## src/hdl/dac_ctrl_pkg.sv

```systemverilog
// Package: register map, field layout and reset values of the converter update control
package dac_ctrl_pkg;
    // Register byte offsets
    localparam logic [3:0] OFF_CONTROL    = 4'h0;
    localparam logic [3:0] OFF_VALUE_HIGH = 4'h4;
    localparam logic [3:0] OFF_VALUE_LOW  = 4'h8;
    localparam logic [3:0] OFF_SHADOW     = 4'hc;
    // Control field positions
    localparam int CTL_AUTO_TRIGGER_BIT = 7;
    localparam int CTL_TRIG_SEL_LSB     = 4;
    localparam int CTL_TRIG_SEL_W       = 3;
    localparam int CTL_LEFT_ADJUST_BIT  = 2;
    localparam int CTL_OUTPUT_PIN_BIT   = 1;
    localparam int CTL_ENABLE_BIT       = 0;
    localparam logic [7:0] CTL_WRITE_MASK = 8'hf7;
    // Reset values
    localparam logic [7:0] CONTROL_RESET    = 8'h00;
    localparam logic [7:0] VALUE_HIGH_RESET = 8'h00;
    localparam logic [7:0] VALUE_LOW_RESET  = 8'h00;
    localparam logic [9:0] SHADOW_RESET     = 10'h000;
    // Trigger source codes
    localparam logic [2:0] TRIG_COMP0      = 3'h0;
    localparam logic [2:0] TRIG_COMP1      = 3'h1;
    localparam logic [2:0] TRIG_EXT_INT0   = 3'h2;
    localparam logic [2:0] TRIG_T0_COMPARE = 3'h3;
    localparam logic [2:0] TRIG_T0_OVF     = 3'h4;
    localparam logic [2:0] TRIG_T1_COMP_B  = 3'h5;
    localparam logic [2:0] TRIG_T1_OVF     = 3'h6;
    localparam logic [2:0] TRIG_T1_CAPTURE = 3'h7;
    // AXI responses
    localparam logic [1:0] RESP_OKAY   = 2'h0;
    localparam logic [1:0] RESP_SLVERR = 2'h2;

    // Assemble the 10-bit value from the register pair per justification
    function automatic logic [9:0] pair_value(input logic [7:0] high, input logic [7:0] low,
                                             input logic left);
        pair_value = left ? {high, low[7:6]} : {high[1:0], low};
    endfunction
endpackage

```

## src/hdl/trigger_select.sv

```systemverilog
// Trigger source multiplexer with rising-edge detection
`timescale 1ns/1ps
`default_nettype none
module trigger_select (
    input  wire logic       aclk,
    input  wire logic       aresetn,
    input  wire logic [7:0] flags,
    input  wire logic [2:0] select,
    output logic            rise
);
    import dac_ctrl_pkg::*;
    logic flag_sel;
    logic flag_prev_reg;

    // Flag taken regardless of its interrupt enable
    assign flag_sel = flags[select];

    always_ff @(posedge aclk) begin
        if (!aresetn) begin
            flag_prev_reg <= 1'b0;
        end else begin
            flag_prev_reg <= flag_sel;
        end
    end

    // A flag that stays high gives no second edge
    assign rise = flag_sel & ~flag_prev_reg;

    edge_single_a: assert property (@(posedge aclk) disable iff (!aresetn)
        rise |=> !rise) else $error("Trigger edge lasted two cycles");
endmodule
`default_nettype wire

```

## src/hdl/shadow_update.sv

```systemverilog
// Shadow value holder with high-byte arming for triggered updates
`timescale 1ns/1ps
`default_nettype none
module shadow_update (
    input  wire logic       aclk,
    input  wire logic       aresetn,
    input  wire logic       auto_mode,
    input  wire logic       high_write,
    input  wire logic       trig,
    input  wire logic [9:0] pair,
    output logic [9:0]      shadow,
    output logic            update
);
    import dac_ctrl_pkg::*;
    logic armed_reg;
    logic [9:0] shadow_reg;

    // Normal mode loads on high write, auto mode on trigger once armed
    assign update = auto_mode ? (trig & armed_reg) : high_write;

    always_ff @(posedge aclk) begin
        if (!aresetn) begin
            armed_reg <= 1'b0;
        end else if (high_write) begin
            // Stays armed so 8-bit use reloads each event
            armed_reg <= 1'b1;
        end
    end

    always_ff @(posedge aclk) begin
        if (!aresetn) begin
            shadow_reg <= SHADOW_RESET;
        end else if (update) begin
            shadow_reg <= pair;
        end
    end
    assign shadow = shadow_reg;

    shadow_hold_a: assert property (@(posedge aclk) disable iff (!aresetn)
        !update |=> $stable(shadow_reg)) else $error("Shadow changed without update");
    auto_update_a: assert property (@(posedge aclk) disable iff (!aresetn)
        auto_mode && high_write && !trig |-> !update) else $error("Auto mode updated on write");
endmodule
`default_nettype wire

```

## src/hdl/dac_update_control.sv

```systemverilog
// Top level: AXI4-Lite register slave and converter update control
`timescale 1ns/1ps
`default_nettype none
module dac_update_control (
    input  wire logic       aclk,
    input  wire logic       aresetn,
    input  wire logic [3:0] s_axi_awaddr,
    input  wire logic       s_axi_awvalid,
    output logic            s_axi_awready,
    input  wire logic [31:0] s_axi_wdata,
    input  wire logic [3:0] s_axi_wstrb,
    input  wire logic       s_axi_wvalid,
    output logic            s_axi_wready,
    output logic [1:0]      s_axi_bresp,
    output logic            s_axi_bvalid,
    input  wire logic       s_axi_bready,
    input  wire logic [3:0] s_axi_araddr,
    input  wire logic       s_axi_arvalid,
    output logic            s_axi_arready,
    output logic [31:0]     s_axi_rdata,
    output logic [1:0]      s_axi_rresp,
    output logic            s_axi_rvalid,
    input  wire logic       s_axi_rready,
    input  wire logic [7:0] trigger_flags,
    output logic [9:0]      converter_value,
    output logic            converter_enable,
    output logic            analog_output_pin
);
    import dac_ctrl_pkg::*;

    // ************************************************************
    // Register bus
    // ************************************************************
    logic        aw_held_reg;
    logic [3:0]  aw_addr_reg;
    logic        w_held_reg;
    logic [31:0] w_data_reg;
    logic [3:0]  w_strb_reg;
    logic        bvalid_reg;
    logic [1:0]  bresp_reg;
    logic        rvalid_reg;
    logic [1:0]  rresp_reg;
    logic [31:0] rdata_reg;
    logic        wr_fire;
    logic        rd_fire;

    logic [7:0]  converter_control_reg;
    logic [7:0]  converter_value_high_reg;
    logic [7:0]  converter_value_low_reg;
    logic        high_write;
    logic [9:0]  pair;
    logic [9:0]  shadow;
    logic        trig;
    logic        update;

    assign s_axi_awready = !aw_held_reg && !bvalid_reg;
    assign s_axi_wready  = !w_held_reg && !bvalid_reg;
    assign wr_fire       = aw_held_reg && w_held_reg && !bvalid_reg;
    assign s_axi_arready = !rvalid_reg;
    assign rd_fire       = s_axi_arvalid && s_axi_arready;

    always_ff @(posedge aclk) begin
        if (!aresetn) begin
            aw_held_reg <= 1'b0;
            aw_addr_reg <= 4'h0;
        end else if (s_axi_awvalid && s_axi_awready) begin
            aw_held_reg <= 1'b1;
            aw_addr_reg <= s_axi_awaddr;
        end else if (wr_fire) begin
            aw_held_reg <= 1'b0;
        end
    end

    always_ff @(posedge aclk) begin
        if (!aresetn) begin
            w_held_reg <= 1'b0;
            w_data_reg <= 32'h0000_0000;
            w_strb_reg <= 4'h0;
        end else if (s_axi_wvalid && s_axi_wready) begin
            w_held_reg <= 1'b1;
            w_data_reg <= s_axi_wdata;
            w_strb_reg <= s_axi_wstrb;
        end else if (wr_fire) begin
            w_held_reg <= 1'b0;
        end
    end

    always_ff @(posedge aclk) begin
        if (!aresetn) begin
            bvalid_reg <= 1'b0;
            bresp_reg  <= RESP_OKAY;
        end else if (wr_fire) begin
            bvalid_reg <= 1'b1;
            bresp_reg  <= (aw_addr_reg == OFF_CONTROL || aw_addr_reg == OFF_VALUE_HIGH ||
                           aw_addr_reg == OFF_VALUE_LOW || aw_addr_reg == OFF_SHADOW)
                          ? RESP_OKAY : RESP_SLVERR;
        end else if (s_axi_bready) begin
            bvalid_reg <= 1'b0;
        end
    end
    assign s_axi_bvalid = bvalid_reg;
    assign s_axi_bresp  = bresp_reg;

    // ************************************************************
    // Registers
    // ************************************************************
    // Only byte lane 0 carries data; other lanes are ignored
    always_ff @(posedge aclk) begin
        if (!aresetn) begin
            converter_control_reg <= CONTROL_RESET;
        end else if (wr_fire && w_strb_reg[0] && aw_addr_reg == OFF_CONTROL) begin
            converter_control_reg <= w_data_reg[7:0] & CTL_WRITE_MASK;
        end
    end

    always_ff @(posedge aclk) begin
        if (!aresetn) begin
            converter_value_low_reg <= VALUE_LOW_RESET;
        end else if (wr_fire && w_strb_reg[0] && aw_addr_reg == OFF_VALUE_LOW) begin
            converter_value_low_reg <= w_data_reg[7:0];
        end
    end

    always_ff @(posedge aclk) begin
        if (!aresetn) begin
            converter_value_high_reg <= VALUE_HIGH_RESET;
        end else if (high_write) begin
            converter_value_high_reg <= w_data_reg[7:0];
        end
    end

    assign high_write = wr_fire && w_strb_reg[0] && aw_addr_reg == OFF_VALUE_HIGH;

    // Pair taken with the incoming high byte so a single write is complete
    // Justification is applied only as the pair enters the shadow
    assign pair = pair_value(high_write ? w_data_reg[7:0] : converter_value_high_reg,
                             converter_value_low_reg,
                             converter_control_reg[CTL_LEFT_ADJUST_BIT]);

    always_ff @(posedge aclk) begin
        if (!aresetn) begin
            rvalid_reg <= 1'b0;
            rresp_reg  <= RESP_OKAY;
            rdata_reg  <= 32'h0000_0000;
        end else if (rd_fire) begin
            rvalid_reg <= 1'b1;
            rresp_reg  <= RESP_OKAY;
            case (s_axi_araddr)
                OFF_CONTROL:    rdata_reg <= {24'h00_0000, converter_control_reg};
                OFF_VALUE_HIGH: rdata_reg <= {24'h00_0000, converter_value_high_reg};
                OFF_VALUE_LOW:  rdata_reg <= {24'h00_0000, converter_value_low_reg};
                // Status view of the value being converted, read only
                OFF_SHADOW:     rdata_reg <= {22'h00_0000, shadow};
                default: begin
                    rdata_reg <= 32'h0000_0000;
                    rresp_reg <= RESP_SLVERR;
                end
            endcase
        end else if (s_axi_rready) begin
            rvalid_reg <= 1'b0;
        end
    end
    assign s_axi_rvalid = rvalid_reg;
    assign s_axi_rresp  = rresp_reg;
    assign s_axi_rdata  = rdata_reg;

    // ************************************************************
    // Trigger and shadow
    // ************************************************************
    // A flag left set by software yields no new edge
    trigger_select u_trig (
        .aclk    (aclk),
        .aresetn (aresetn),
        .flags   (trigger_flags),
        .select  (converter_control_reg[CTL_TRIG_SEL_LSB +: CTL_TRIG_SEL_W]),
        .rise    (trig)
    );

    shadow_update u_shadow (
        .aclk       (aclk),
        .aresetn    (aresetn),
        .auto_mode  (converter_control_reg[CTL_AUTO_TRIGGER_BIT]),
        .high_write (high_write),
        .trig       (trig),
        .pair       (pair),
        .shadow     (shadow),
        .update     (update)
    );

    // ************************************************************
    // Outputs
    // ************************************************************
    // The update is single-cycle, so no edge can land mid-update
    assign converter_value   = shadow;
    assign converter_enable  = converter_control_reg[CTL_ENABLE_BIT];
    // Pin driven only while the converter runs and routing is on
    assign analog_output_pin = converter_control_reg[CTL_OUTPUT_PIN_BIT] &
                               converter_control_reg[CTL_ENABLE_BIT];

    // ************************************************************
    // Checks
    // ************************************************************
    normal_update_a: assert property (@(posedge aclk) disable iff (!aresetn)
        high_write && !converter_control_reg[CTL_AUTO_TRIGGER_BIT] |=> converter_value == $past(pair))
        else $error("Normal mode high write did not load value");
    low_write_a: assert property (@(posedge aclk) disable iff (!aresetn)
        wr_fire && aw_addr_reg == OFF_VALUE_LOW && !trig |=> $stable(converter_value))
        else $error("Low write changed output");
    auto_trigger_a: assert property (@(posedge aclk) disable iff (!aresetn)
        converter_control_reg[CTL_AUTO_TRIGGER_BIT] && trig && !high_write && update
        |=> converter_value == $past(pair)) else $error("Trigger did not load value");
    right_layout_a: assert property (@(posedge aclk) disable iff (!aresetn)
        !converter_control_reg[CTL_LEFT_ADJUST_BIT] |->
        pair[7:0] == converter_value_low_reg) else $error("Right-adjust layout wrong");
    left_layout_a: assert property (@(posedge aclk) disable iff (!aresetn)
        converter_control_reg[CTL_LEFT_ADJUST_BIT] && !high_write |->
        pair[9:2] == converter_value_high_reg) else $error("Left-adjust layout wrong");
    // The value moves on the edge after an update, so that edge is excluded
    adjust_wait_a: assert property (@(posedge aclk) disable iff (!aresetn)
        $changed(converter_control_reg[CTL_LEFT_ADJUST_BIT]) && !$past(update) |-> $stable(converter_value))
        else $error("Adjust change altered output");
    enable_follow_a: assert property (@(posedge aclk) disable iff (!aresetn)
        wr_fire && w_strb_reg[0] && aw_addr_reg == OFF_CONTROL |=> converter_enable == $past(w_data_reg[0]))
        else $error("Enable bit not followed");
    pin_route_a: assert property (@(posedge aclk) disable iff (!aresetn)
        !converter_control_reg[CTL_OUTPUT_PIN_BIT] |-> !analog_output_pin)
        else $error("Pin driven while routing off");
    pin_enable_a: assert property (@(posedge aclk) disable iff (!aresetn)
        analog_output_pin |-> converter_enable) else $error("Pin driven while converter off");
    write_resp_a: assert property (@(posedge aclk) disable iff (!aresetn)
        wr_fire |=> s_axi_bvalid) else $error("Write response missing");

    // ************************************************************
    // Bus protocol checks
    // ************************************************************
    // Responses stand until the master takes them
    bresp_hold_a: assert property (@(posedge aclk) disable iff (!aresetn)
        s_axi_bvalid && !s_axi_bready |=> s_axi_bvalid && $stable(s_axi_bresp))
        else $error("Write response dropped early");
    rdata_hold_a: assert property (@(posedge aclk) disable iff (!aresetn)
        s_axi_rvalid && !s_axi_rready |=> s_axi_rvalid && $stable(s_axi_rdata) && $stable(s_axi_rresp))
        else $error("Read response dropped early");
    read_resp_a: assert property (@(posedge aclk) disable iff (!aresetn)
        rd_fire |=> s_axi_rvalid) else $error("Read response missing");
    bvalid_clear_a: assert property (@(posedge aclk) disable iff (!aresetn)
        s_axi_bvalid && s_axi_bready |=> !s_axi_bvalid) else $error("Write response not cleared");
    rvalid_clear_a: assert property (@(posedge aclk) disable iff (!aresetn)
        s_axi_rvalid && s_axi_rready |=> !s_axi_rvalid) else $error("Read response not cleared");
    aw_refuse_a: assert property (@(posedge aclk) disable iff (!aresetn)
        s_axi_bvalid |-> !s_axi_awready && !s_axi_wready)
        else $error("Write accepted while response pending");
    ar_refuse_a: assert property (@(posedge aclk) disable iff (!aresetn)
        s_axi_rvalid |-> !s_axi_arready) else $error("Read accepted while response pending");
    unmapped_read_a: assert property (@(posedge aclk) disable iff (!aresetn)
        rd_fire && s_axi_araddr[1:0] != 2'h0 |=> s_axi_rresp == RESP_SLVERR && s_axi_rdata == 32'h0000_0000)
        else $error("Unmapped read not refused");
    unmapped_write_a: assert property (@(posedge aclk) disable iff (!aresetn)
        wr_fire && aw_addr_reg[1:0] != 2'h0 |=>
        s_axi_bresp == RESP_SLVERR && $stable(converter_control_reg) &&
        $stable(converter_value_high_reg) && $stable(converter_value_low_reg))
        else $error("Unmapped write took effect");
    mapped_okay_a: assert property (@(posedge aclk) disable iff (!aresetn)
        wr_fire && aw_addr_reg[1:0] == 2'h0 |=> s_axi_bresp == RESP_OKAY)
        else $error("Mapped write refused");
    reserved_zero_a: assert property (@(posedge aclk) disable iff (!aresetn)
        (converter_control_reg & ~CTL_WRITE_MASK) == 8'h00)
        else $error("Reserved control bit set");
    shadow_ro_a: assert property (@(posedge aclk) disable iff (!aresetn)
        wr_fire && aw_addr_reg == OFF_SHADOW |=> s_axi_bresp == RESP_OKAY &&
        $stable(converter_control_reg) && $stable(converter_value_high_reg) && $stable(converter_value_low_reg))
        else $error("Shadow view accepted a write");
    held_clear_a: assert property (@(posedge aclk) disable iff (!aresetn)
        wr_fire |=> !aw_held_reg && !w_held_reg) else $error("Write halves not released");

    normal_write_c: cover property (@(posedge aclk) disable iff (!aresetn)
        high_write && !converter_control_reg[CTL_AUTO_TRIGGER_BIT]);
    auto_fire_c: cover property (@(posedge aclk) disable iff (!aresetn)
        converter_control_reg[CTL_AUTO_TRIGGER_BIT] && update);
    left_mode_c: cover property (@(posedge aclk) disable iff (!aresetn)
        converter_control_reg[CTL_LEFT_ADJUST_BIT] && update);
    read_shadow_c: cover property (@(posedge aclk) disable iff (!aresetn)
        rd_fire && s_axi_araddr == OFF_SHADOW);
    read_error_c: cover property (@(posedge aclk) disable iff (!aresetn)
        rd_fire && s_axi_araddr[1:0] != 2'h0);
endmodule
`default_nettype wire

```

## config.mk

```make
export PLATFORM = sky130hd
export DESIGN_NAME = dac_update_control
export DESIGN_NICKNAME = d
export VERILOG_FILES = /design/src/hdl/dac_ctrl_pkg.sv /design/src/hdl/trigger_select.sv /design/src/hdl/shadow_update.sv /design/src/hdl/dac_update_control.sv
export SDC_FILE = /design/constraint.sdc
export NUM_CORES = 1
export LEC_CHECK = 0
export ABC_AREA = 1
export BUFFER_PORTS_ARGS = -buffer_cell sky130_fd_sc_hd__clkbuf_2
export CORE_ASPECT_RATIO = 0.9
export CORE_MARGIN = 2
export CORE_UTILIZATION = 42
export DETAILED_ROUTE_END_ITERATION = 10
export HOLD_SLACK_MARGIN = 0.1
export PLACE_DENSITY = 0.8
export SYNTH_ARGS = -nofsm -noshare
export SYNTH_HDL_FRONTEND = slang
export SYNTH_SLANG_ARGS = --single-unit
export TNS_END_PERCENT = 50
```

## constraint.sdc

```tcl
create_clock -name aclk -period 1.63 [get_ports aclk]
set_clock_uncertainty 0.1 [all_clocks]
set_input_delay 0.326 -clock aclk [delete_from_list [all_inputs] [get_ports aclk]]
set_output_delay 0.326 -clock aclk [all_outputs]
set_load 0.01 [all_outputs]
```

# Yosys cells after proc, flatten, opt, wreduce, memory -nomap -nowiden
# Cells that the tools add are included.
[op_classes] n_eq_ne=6 mux=15 n_bitwise=4 n_lt_le_gt_ge=1 n_reduce_logical=25
[ops] cell="one-hot mux 10 bit (4 select lines)" n=1
[ops] cell="== test 4 bit (second input constant)" n=4
[ops] cell="logical AND 1 bit" n=11
[ops] cell="two-way mux 10 bit" n=1
[ops] cell="two-way mux 1 bit" n=9
[ops] cell="== test 4 x 3 -> 1 bit (second input constant)" n=2
[ops] cell="zero test 4 bit" n=2
[ops] cell="two-way mux 8 bit" n=1
[ops] cell="nonzero test 2 bit" n=4
[ops] cell="zero test 1 bit" n=4
[ops] cell="less-than comparator 3 x 4 -> 1 bit (second input constant)" n=1
[ops] cell="two-way mux 2 bit" n=2
[ops] cell="OR reduction 4 bit" n=1
[ops] cell="bitwise AND 1 bit" n=3
[ops] cell="binary-select mux 1 bit (select 3 bit)" n=1
[ops] cell="logical OR 1 bit" n=3
[ops] cell="NOT 1 bit" n=1
[totals] regBits=88 input_bits=59

# Depth between registers and ports, before layout
# Gate-level depths: netlist of the first run.
[depth] ltp_word=6 ltp_mapped=10 depth_no_buf=10

# Modules after synthesis
# A second synthesis of the first run with hierarchy kept.
[hier_totals] hier_cells=462 area_unflattened_um2=3249.4
[modules_own_cells] mod="dac_update_control" cells_each=361 n_inst=1 area_per_inst_um2=2529.9
[modules_own_cells] mod="shadow_update" cells_each=71 n_inst=1 area_per_inst_um2=583.1
[modules_own_cells] mod="trigger_select" cells_each=30 n_inst=1 area_per_inst_um2=136.4

# Least setup slack after synthesis of the first run
# No wires, ideal clock.
[synth_timing] kind="flip-flop to flip-flop" from="reg bvalid_reg, in the netlist s_axi_bvalid" to="reg converter_control_reg[1]" setup_slack_ns=0.227 t_arrival_ns=1.175 synth_period_minus_slack_ns=1.403 path_stages_with_launch=9 path_cell_list="dfxtp_1 inv_2 nand3_4 nor2_8 buf_8 nand2_2 buf_6 a21oi_1 nor2_1"
[synth_between] elab_chain_len=4
[synth_lines] item="from (decl)" line_no="dac_update_control.sv:39" text="logic bvalid_reg;"
[synth_lines] item="from (signal assigned)" line_no="dac_update_control.sv:90" text="bvalid_reg <= 1'b0;"
[synth_lines] item="from (signal assigned)" line_no="dac_update_control.sv:93" text="bvalid_reg <= 1'b1;"
[synth_lines] item="from (signal assigned)" line_no="dac_update_control.sv:98" text="bvalid_reg <= 1'b0;"
[synth_lines] item="zero test 1 bit" line_no="dac_update_control.sv:58" text="assign wr_fire = aw_held_reg && w_held_reg && !bvalid_reg;"
[synth_lines] item="logical AND 1 bit" line_no="dac_update_control.sv:58"
[synth_lines] item="logical AND 1 bit (2 in series)" line_no="dac_update_control.sv:111" text="end else if (wr_fire && w_strb_reg[0] && aw_addr_reg == OFF_CONTROL) begin"
[synth_lines] item="to (signal assigned)" line_no="dac_update_control.sv:112" text="converter_control_reg <= w_data_reg[7:0] & CTL_WRITE_MASK;"
[synth_lines] item="to (decl)" line_no="dac_update_control.sv:47" text="logic [7:0] converter_control_reg;"
# No other way between the ends.
# A chain may end at the register's enable or synchronous reset.

# Final worst setup path of the first run
[layout_timing] from="reg bvalid_reg, in the netlist s_axi_bvalid" to="reg u_shadow.shadow_reg[6], in the netlist u_shadow.shadow[6]"
[layout_between] elab_chain_len=6 word_cells_on_any_way=7
[layout_lines] item="zero test 1 bit (*)" line_no="dac_update_control.sv:58"
[layout_lines] item="logical AND 1 bit (*)" line_no="dac_update_control.sv:58"
[layout_lines] item="logical AND 1 bit (*) (2 in series)" line_no="dac_update_control.sv:132" text="assign high_write = wr_fire && w_strb_reg[0] && aw_addr_reg == OFF_VALUE_HIGH;"
[layout_lines] item="two-way mux 8 bit"
[layout_lines] item="two-way mux 10 bit" line_no="dac_ctrl_pkg.sv:37" text="pair_value = left ? {high, low[7:6]} : {high[1:0], low};"
[layout_lines] item="to (signal assigned)" line_no="shadow_update.sv:34" text="shadow_reg <= pair;"
[layout_lines] item="to (decl)" line_no="shadow_update.sv:16" text="logic [9:0] shadow_reg;"
# Every way passes the cells marked *; elsewhere a longest branch is shown, timed or not.

==> key figures, run 1 <==
Floorplan
  – Boundary Pins: 112
  – Die Y-Extent: 85.79 microns
  – DIE WIDTH: 94.88 microns
  – Initial core utilization: 0.4390
  – FP Rows: 29
  – Core ar.: 7112 sq um
  – Die Area: 8139 sq um

Pwr
  – Clock share of power: 0.393
  – Leakage power: 1.835 nW
  – Switching share of power: 0.2561
  – Sequential fraction of design power: 0.508
  – Gate power share: 0.100
  – Pint: 2.426 mW
  – Max IR drop VDD: 572.8 uV
  – PD cells: 888.7 nW/um^2
  – Tot Pwr: 3.261 mW
  – P_sw: 0.8352 mW

Run status
  – Run status: finished clean

Placement
  – Count of input and output buffers: 60
  – DP Area: 3432 sq um
  – Dpl ws: 36.93 ps
  – RD Place Congestion: 0.9105
  – Dpl hpwl: 5494 microns

STA
  – Final Max Tran Viols: 0
  – Final WS setup: 119.3 ps
  – Post-route minimum period: 1511 ps
  – Max Fclk: 662.0 MHz
  – Final Cycle Share: 0.9268
  – Final Hold Violating Endpoints: 0
  – Setup TNS: 0 ps
  – # setup viols final: 0

Global routing
  – Vias in the first global route: 2559
  – Remaining Overflow, GRT: 0
  – Initial antenna violation count: 0
  – Maximum number of pins on one net before global-route repair: 23
  – First-pass GRT wire length: 11830 microns
  – GR Util All Layers: 0.1863

Synth
  – Mean post-synth cell area: 7.047 sq um
  – Netlist cell types: 28
  – Synthesized flop and latch total: 64
  – Mapped Area: 3122 sq um
  – Sequential area share after synthesis: 0.4104
  – Yosys warning total: 0
  – Cells after synthesis: 443

CTS
  – TritonCTS Buffers: 9
  – TritonCTS clock tree: built
  – CTS Buffer Depth: 2
  – Clock sinks: 64
  – Clk root buf: clkbuf_8
  – Clock Pin Slew Worst Setup and Hold Paths: 70 ps
  – H-tree depth: 3
  – Worst-skew pair later-pin latency: 340 ps

Route
  – Post-route ant nets: 0
  – Residual DRC: 0
  – DRT Wirelength: 7505 microns
  – Drt pass-1 iters: 4
  – Total number of vias: 2979
  – Drt via density: 4.852
  – WL per Instance: 12.22 microns
  – 1st-iter DRT viols: 243

Finish
  – Final instance area: 3670 sq um
  – Core Util, Final: 0.5160
  – Commonest non-fill, non-tap cell in the layout: nand2_1
  – # fillers: 720
  – Diode count: 0
  – Nets: 575
  – Commonest cells after routing, fill and taps aside: 100 x nand2_1, 63 x dfxtp_1, 60 x clkbuf_2, 59 x inv_1, 46 x a21oi_1
  – Area grow syn2layout: 17.56%
  – Share of post-route cells with drive strength above 1: 0.2111

Setup path
  – CP Launch Type: flop
  – CP endpoint kind: flop
  – CP required: 1810 ps
  – CP Class: reg2reg
  – Crit Path Max Fanout: 5
  – Critical Path AT: 1690 ps

Run
  – Maxcap violations: 0

Worst hold path
  – Hold Path Class: in2reg
[final timing paths]
kind | start | to | slack, ps | cells past startpoint
setup / recovery | s_axi_bvalid | u_shadow.shadow[6] | 120 | 10
hold / removal | s_axi_wdata[3] | w_data_reg[3] | 130 | 3
setup reg to reg | s_axi_bvalid | u_shadow.shadow[6] | 120 | 10
hold reg to reg | s_axi_rdata[2] | s_axi_rdata[2] | 370 | 2
[kinds of logic (layout without fill, tap and decap cells)]
family | after synthesis | after routing | synth area share
DFF | 64 | 64 | 0.4104
AOI/OAI and AO/OA | 96 | 96 | 0.1587
other | 1 | 24 | 0.001201
buffers and inverters | 101 | 155 | 0.1639
and+or+nand+nor | 181 | 182 | 0.2657
[power groups by stage]
stage | combinational [mW] | sequential (mW) | clock, mW
floorplan | 0.247 | 1.68 | 0
global placement | 0.301 | 1.69 | 0
detailed placement | 0.311 | 1.69 | 0
CTS | 0.312 | 1.65 | 1.31
global route | 0.368 | 1.66 | 1.38
finish | 0.326 | 1.66 | 1.28
[metal layers]
layer / part of all wire / global-route usage / up-vias / wire [microns]
li1: - / - / 1510 / -
met1: 0.46 / 0.2544 / 1325 / 3447
met2: 0.46 / 0.2914 / 138 / 3421
met3: 0.079 / 0.05624 / 6 / 591
met4: 0.0059 / 0.04216 / 0 / 44
met5: 0 / 0 / - / 0
[cell usage after synthesis (all sizes together)]
| cell type | n | area share |
|---|---|---|
| a21oi | 46 | 0.074 |
| a31oi | 1 | 0.0020 |
| buf | 31 | 0.080 |
| clkbuf | 7 | 0.0084 |
| clkinv | 1 | 0.0012 |
| conb | 1 | 0.0012 |
| dfxtp | 64 | 0.41 |
| inv | 62 | 0.075 |
| nand2 | 106 | 0.13 |
| nand3 | 36 | 0.071 |
| nor2 | 35 | 0.053 |
| nor3 | 4 | 0.0080 |
| o211ai | 1 | 0.0024 |
| o21a | 1 | 0.0024 |
| o21ai | 40 | 0.064 |
| o22ai | 7 | 0.014 |
[through the flow]
stage	hold WS, ps	instances
2_1_floorplan	336.4	466
3_3_place_gp	348.4	592
3_5_place_dp	357.0	592
4_1_cts	121.0	608
5_1_grt	116.7	614
6_report	134.7	614
[worst max-delay path: stages, from the launching register on]
cell and delay [ps]:
dfxtp_1 350, inv_2 80, nand3_4 110, nor2_8 190, buf_4 150, nand3_1 100, nand3_1 100, nand2_1 50
nand2_1 70, inv_1 50, nor2_1 90
[layout make-up]
class                   instances  area [sq um]  share of cell area
clock inverters                 4         45.04             0.01227
clock buffers                  12         135.1             0.03682
repair buffers                 76         420.4              0.1146
flip-flops and latches         64          1282              0.3495
well taps                      93         116.4             0.03171
multi-input cells             302          1434              0.3907
inverters                      63         236.5             0.06444
[repair_timing]
action | in CTS | in global routing
setup endpoints to repair | 0 | 10
setup buffers | 0 | 5
resized for setup | 0 | 2
hold buffers | 0 | 0
Note: power is estimated with default switching activity, not from simulation.
==> inputs of run 2 (changes only) <==
==> constraint.sdc (replaced) <==
create_clock -name aclk -period 1.63 [get_ports aclk]
set_clock_uncertainty 0.1 [all_clocks]
set_input_delay 0.2445 -clock aclk [delete_from_list [all_inputs] [get_ports aclk]]
set_output_delay 0.2445 -clock aclk [all_outputs]
set_load 0.01 [all_outputs]
==> key figures, run 2 (synthesis results as in run 1) <==
Floorplan
  – FP Rows: 29
  – Boundary Pins: 112
  – Die Area: 8139 sq um
  – Die Y-Extent: 85.79 microns
  – Initial core utilization: 0.4390
  – Core ar.: 7112 sq um
  – DIE WIDTH: 94.88 microns

Pwr
  – P_sw: 0.8449 mW
  – Pint: 2.419 mW
  – Gate power share: 0.108
  – Switching share of power: 0.2589
  – Tot Pwr: 3.264 mW
  – Sequential fraction of design power: 0.507
  – Clock share of power: 0.385
  – Max IR drop VDD: 487.6 uV
  – PD cells: 857.1 nW/um^2
  – Leakage power: 1.869 nW

Setup path
  – Worst path max stage delay: 340 ps
  – Crit Path Max Fanout: 8
  – CP cell instances: inv_2 > nand3_4 > nor2_8 > buf_12 > nand3_1 > nand3_1 > nand2_1 > nand2_1 > inv_1 > nor2_1
  – CP Launch Type: flop
  – CP Class: reg2reg
  – Slowest stage cell, crit path: dfxtp_2
  – CP required: 1820 ps
  – Critical Path AT: 1730 ps
  – CP top delay family: simple AND/OR/NAND/NOR gates
  – WP buf/inv: 3
  – CP endpoint kind: flop

Route
  – Residual DRC: 0
  – 1st-iter DRT viols: 245
  – Total number of vias: 3028
  – WL per Instance: 12.29 microns
  – DRT Wirelength: 7659 microns
  – Drt via density: 4.860
  – Post-route ant nets: 0
  – Drt pass-1 iters: 5

STA
  – Max Fclk: 648.4 MHz
  – # setup viols final: 0
  – Final Cycle Share: 0.9462
  – Hold slack: 120.6 ps
  – Setup TNS: 0 ps
  – Post-route minimum period: 1542 ps
  – Final Hold Violating Endpoints: 0
  – Final Max Tran Viols: 0

Run
  – Maxcap violations: 0

Finish
  – Final instance area: 3807 sq um
  – Area grow syn2layout: 21.96%
  – Diode count: 0
  – Commonest cells after routing, fill and taps aside: 100 x nand2_1, 60 x dfxtp_1, 60 x clkbuf_2, 59 x inv_1, 46 x a21oi_1
  – Nets: 584
  – Share of post-route cells with drive strength above 1: 0.2094
  – Commonest non-fill, non-tap cell in the layout: nand2_1

CTS
  – TritonCTS Buffers: 9
  – Clock Pin Slew Worst Setup and Hold Paths: 70 ps
  – TritonCTS clock tree: built
  – Worst-skew pair later-pin latency: 350 ps
  – Clk root buf: clkbuf_8
  – H-tree depth: 3
  – CTS Buffer Depth: 2
  – Clock sinks: 64

Global routing
  – Remaining Overflow, GRT: 0
  – First-pass GRT wire length: 12410 microns
  – Initial antenna violation count: 0
  – Vias in the first global route: 2686
  – GR Util All Layers: 0.1958
  – Maximum number of pins on one net before global-route repair: 23

Placement
  – Dpl hpwl: 5511 microns
  – Count of input and output buffers: 60
  – DP Area: 3425 sq um
  – RD Place Congestion: 0.9077

Run status
  – Run status: finished clean

Worst hold path
  – Hold Path Class: in2reg
run 2: cell types whose count changed in the layout (fill, tap and decap cells not counted), moves of 2 or more:
cell,change
buf_12,+2
dfxtp_1,-3
clkbuf_8,+3
dfxtp_2,+3
clkbuf_1,-2
dlygate4sd3_1,+13
buf_4,-5
run 2: per-stage QoR:
| stage | setup WS, ps | util | instances |
|---|---|---|---|
| 2_1_floorplan | 227.1 | - | 466 |
| 3_3_place_gp | 110.8 | 0.4815 | 591 |
| 3_5_place_dp | 65.38 | 0.4815 | 591 |
| 4_1_cts | 45.70 | 0.5257 | 620 |
| 5_1_grt | -24.25 | 0.5354 | 623 |
| 6_report | 87.67 | 0.5354 | 623 |
run 2: worst register-to-register path: stages, from the launching register on:
cell     delay (ps)
dfxtp_2         340
inv_2            80
nand3_4         100
nor2_8          240
buf_12          160
nand3_1          80
nand3_1         110
nand2_1          80
nand2_1          80
inv_1            40
nor2_1           80
run 2: layout make-up:
class	count	area (sq um)
tap	93	116.4
timing repair buffer	86	553.0
fill	691	3304
multi-input combinational	301	1431
sequential	64	1286
clock buffer	13	168.9
inverter	63	236.5
clock inverter	3	15.01
run 2: final timing paths:
| kind | start | end | slack (ps) | cells after the start |
|---|---|---|---|---|
| max | s_axi_bvalid | u_shadow.shadow[7] | 90 | 10 |
| min | s_axi_awaddr[1] | aw_addr_reg[1] | 120 | 3 |
| max reg2reg | s_axi_bvalid | u_shadow.shadow[7] | 90 | 10 |
| min reg2reg | u_shadow.armed_reg | u_shadow.armed_reg | 360 | 2 |
run 2: power groups by stage:
stage	Clock, mW	Sequential, mW	Combinational, mW
floorplan	0	1.68	0.247
global placement	0	1.69	0.302
detailed placement	0	1.69	0.311
CTS	1.27	1.65	0.336
global route	1.34	1.66	0.396
finish	1.26	1.66	0.352
run 2: what timing repair did:
item,CTS,global route
hold endpoints to repair,12,0
buffers inserted,0,3
endpoints found under the setup margin,0,12
hold buffers,13,0
gates resized for setup,0,6
run 2: metal layers:
layer | global-route usage | wire length [microns] | up-vias
li1 | - | - | 1525
met1 | 0.2537 | 3425 | 1350
met2 | 0.3101 | 3505 | 142
met3 | 0.06942 | 639 | 11
met4 | 0.05270 | 89 | 0
met5 | 0 | 0 | -
==> inputs of run 3 (changes only) <==
SKIP_LAST_GASP = 1   (was unset)
clock period = 1.5 ns   (was 1.63 ns; I/O delays follow)
==> key figures, run 3 (synthesis results as in run 1) <==
Finish
  – Share of post-route cells with drive strength above 1: 0.2352
  – Commonest cells after routing, fill and taps aside: 97 x nand2_1, 60 x dfxtp_1, 60 x clkbuf_2, 57 x inv_1, 46 x a21oi_1
  – Final instance area: 3911 sq um
  – Area of the multi-input gates: 1456 sq um
  – Diode count: 0
  – Core Util, Final: 0.5500
  – Commonest non-fill, non-tap cell in the layout: nand2_1
  – Nets: 596
  – Area grow syn2layout: 25.29%
  – Sequential cell area: 1289 sq um
  – # fillers: 692

Placement
  – Count of input and output buffers: 60
  – Dpl hpwl: 5687 microns
  – DP Area: 3497 sq um
  – RD Place Congestion: 0.9473

CTS
  – Worst-skew pair later-pin latency: 340 ps
  – H-tree depth: 3
  – TritonCTS clock tree: built
  – Clk root buf: clkbuf_8
  – Clock sinks: 64
  – CTS Buffer Depth: 2
  – TritonCTS Buffers: 9
  – Clock Pin Slew Worst Setup and Hold Paths: 70 ps

Global routing
  – First-pass GRT wire length: 12390 microns
  – GR Util All Layers: 0.1925
  – Maximum number of pins on one net before global-route repair: 23
  – Vias in the first global route: 2789
  – Initial antenna violation count: 0
  – Remaining Overflow, GRT: 0

Worst hold path
  – Hold Crit Depth: 3
  – Hold path startpoint: s_axi_wdata[1]
  – Hold Path Class: in2reg
  – Hold path endpoint: w_data_reg[1]

STA
  – Final Max Tran Viols: 0
  – Final Cycle Share: 0.9934
  – Post-route minimum period: 1490 ps
  – # setup viols final: 0
  – RSZ-0062 raised after global routing: true
  – Max Fclk: 671.1 MHz
  – Final Hold Violating Endpoints: 0
  – Setup TNS: 0 ps

Setup path
  – CP endpoint kind: output pin
  – Critical Path AT: 1170 ps
  – Crit Path Max Fanout: 3
  – CP Launch Type: flop
  – CP required: 1170 ps
  – RR Startpoint: aw_addr_reg[2]
  – Reg2reg setup slack: 50 ps
  – CP Class: reg2out
  – Worst reg2reg endpoint: converter_value_low_reg[2]
  – Reg2reg path depth: 5

Route
  – Drt via density: 4.867
  – DRT Wirelength: 7735 microns
  – 1st-iter DRT viols: 197
  – Drt pass-1 iters: 4
  – Residual DRC: 0
  – Post-route ant nets: 0
  – Total number of vias: 3081
  – WL per Instance: 12.22 microns
  – Met2 wire len: 3675 microns
  – Top layer in use: met4
  – M1 WL: 3482 microns
  – Metal3 WL: 485 microns

Floorplan
  – FP Rows: 29
  – Die Area: 8139 sq um
  – Boundary Pins: 112
  – Core ar.: 7112 sq um
  – DIE WIDTH: 94.88 microns
  – Initial core utilization: 0.4390
  – Die Y-Extent: 85.79 microns

Pwr
  – Leakage power: 1.937 nW
  – PD cells: 903.8 nW/um^2
  – Max IR drop VDD: 696.7 uV

Run status
  – Run status: finished clean

Run
  – Maxcap violations: 0
==> run 3: cell types whose count changed in the layout (fill, tap and decap cells not counted), moves of 2 or more <==
cell,before,now
buf_4,11,19
buf_6,0,4
clkinv_2,3,0
inv_1,59,57
nand2_1,100,97
nand2_2,5,7
nand2_4,0,2
==> run 3: repair_timing <==
item,in CTS,in global routing
endpoints found under the hold margin,12,0
hold buffers,13,0
pin swaps,1,2
gates cloned,1,0
setup buffers,0,6
gates resized for setup,2,17
endpoints found under the setup margin,4,29
==> run 3: cell type report <==
| type | count | area share |
|---|---|---|
| Tap cell | 93 | 0.02975 |
| Inverter | 63 | 0.06110 |
| Timing Repair Buffer | 97 | 0.1631 |
| Clock buffer | 14 | 0.04415 |
| Sequential cell | 64 | 0.3295 |
| Multi-Input combinational cell | 302 | 0.3724 |
==> run 3: worst max-delay path by stage <==
| stage | startpoint | end | cells after the start | slack, ps |
|---|---|---|---|---|
| final | s_axi_bvalid | s_axi_awready | 3 | 10 |
| after global routing | s_axi_bvalid | s_axi_wready | 3 | -40 |
| after CTS | s_axi_bvalid | s_axi_awready | 3 | -0.9 |
| after detailed placement | aw_held_reg | u_shadow.shadow[2] | 9 | 0.5 |
| after global placement | aw_held_reg | u_shadow.shadow[8] | 8 | 50 |
| after floorplan | s_axi_bvalid | converter_control_reg[1] | 8 | 100 |
==> run 3: where the power goes <==
| part | internal (mW) | switching [mW] |
|---|---|---|
| combinational | 0.162 | 0.245 |
| sequential | 1.75 | 0.0462 |
| clock | 0.719 | 0.609 |
==> run 3: critical path, stage by stage (launching register included) <==
cell and delay, ps:
dfxtp_2 320, buf_4 130, nor2_1 190, clkbuf_2 170
==> run 3: metrics by stage <==
step	total power, mW	hold WS, ps	worst slack (ps)	cells
after floorplan	2.097	263.3	97.15	466
after global placement	2.172	346.6	53.21	599
after detailed placement	2.187	354.8	0.5298	599
after CTS	3.536	106.0	-0.9479	627
after global routing	3.700	112.8	-43.71	633
final	3.535	103.0	9.870	633
==> run 3: metal layers <==
metal  vias to the layer above  GRT usage
met1                      1413     0.2431
met4                         0    0.06192
met2                       104     0.3211
li1                       1552          -
met5                         -          0
met3                        12    0.05009
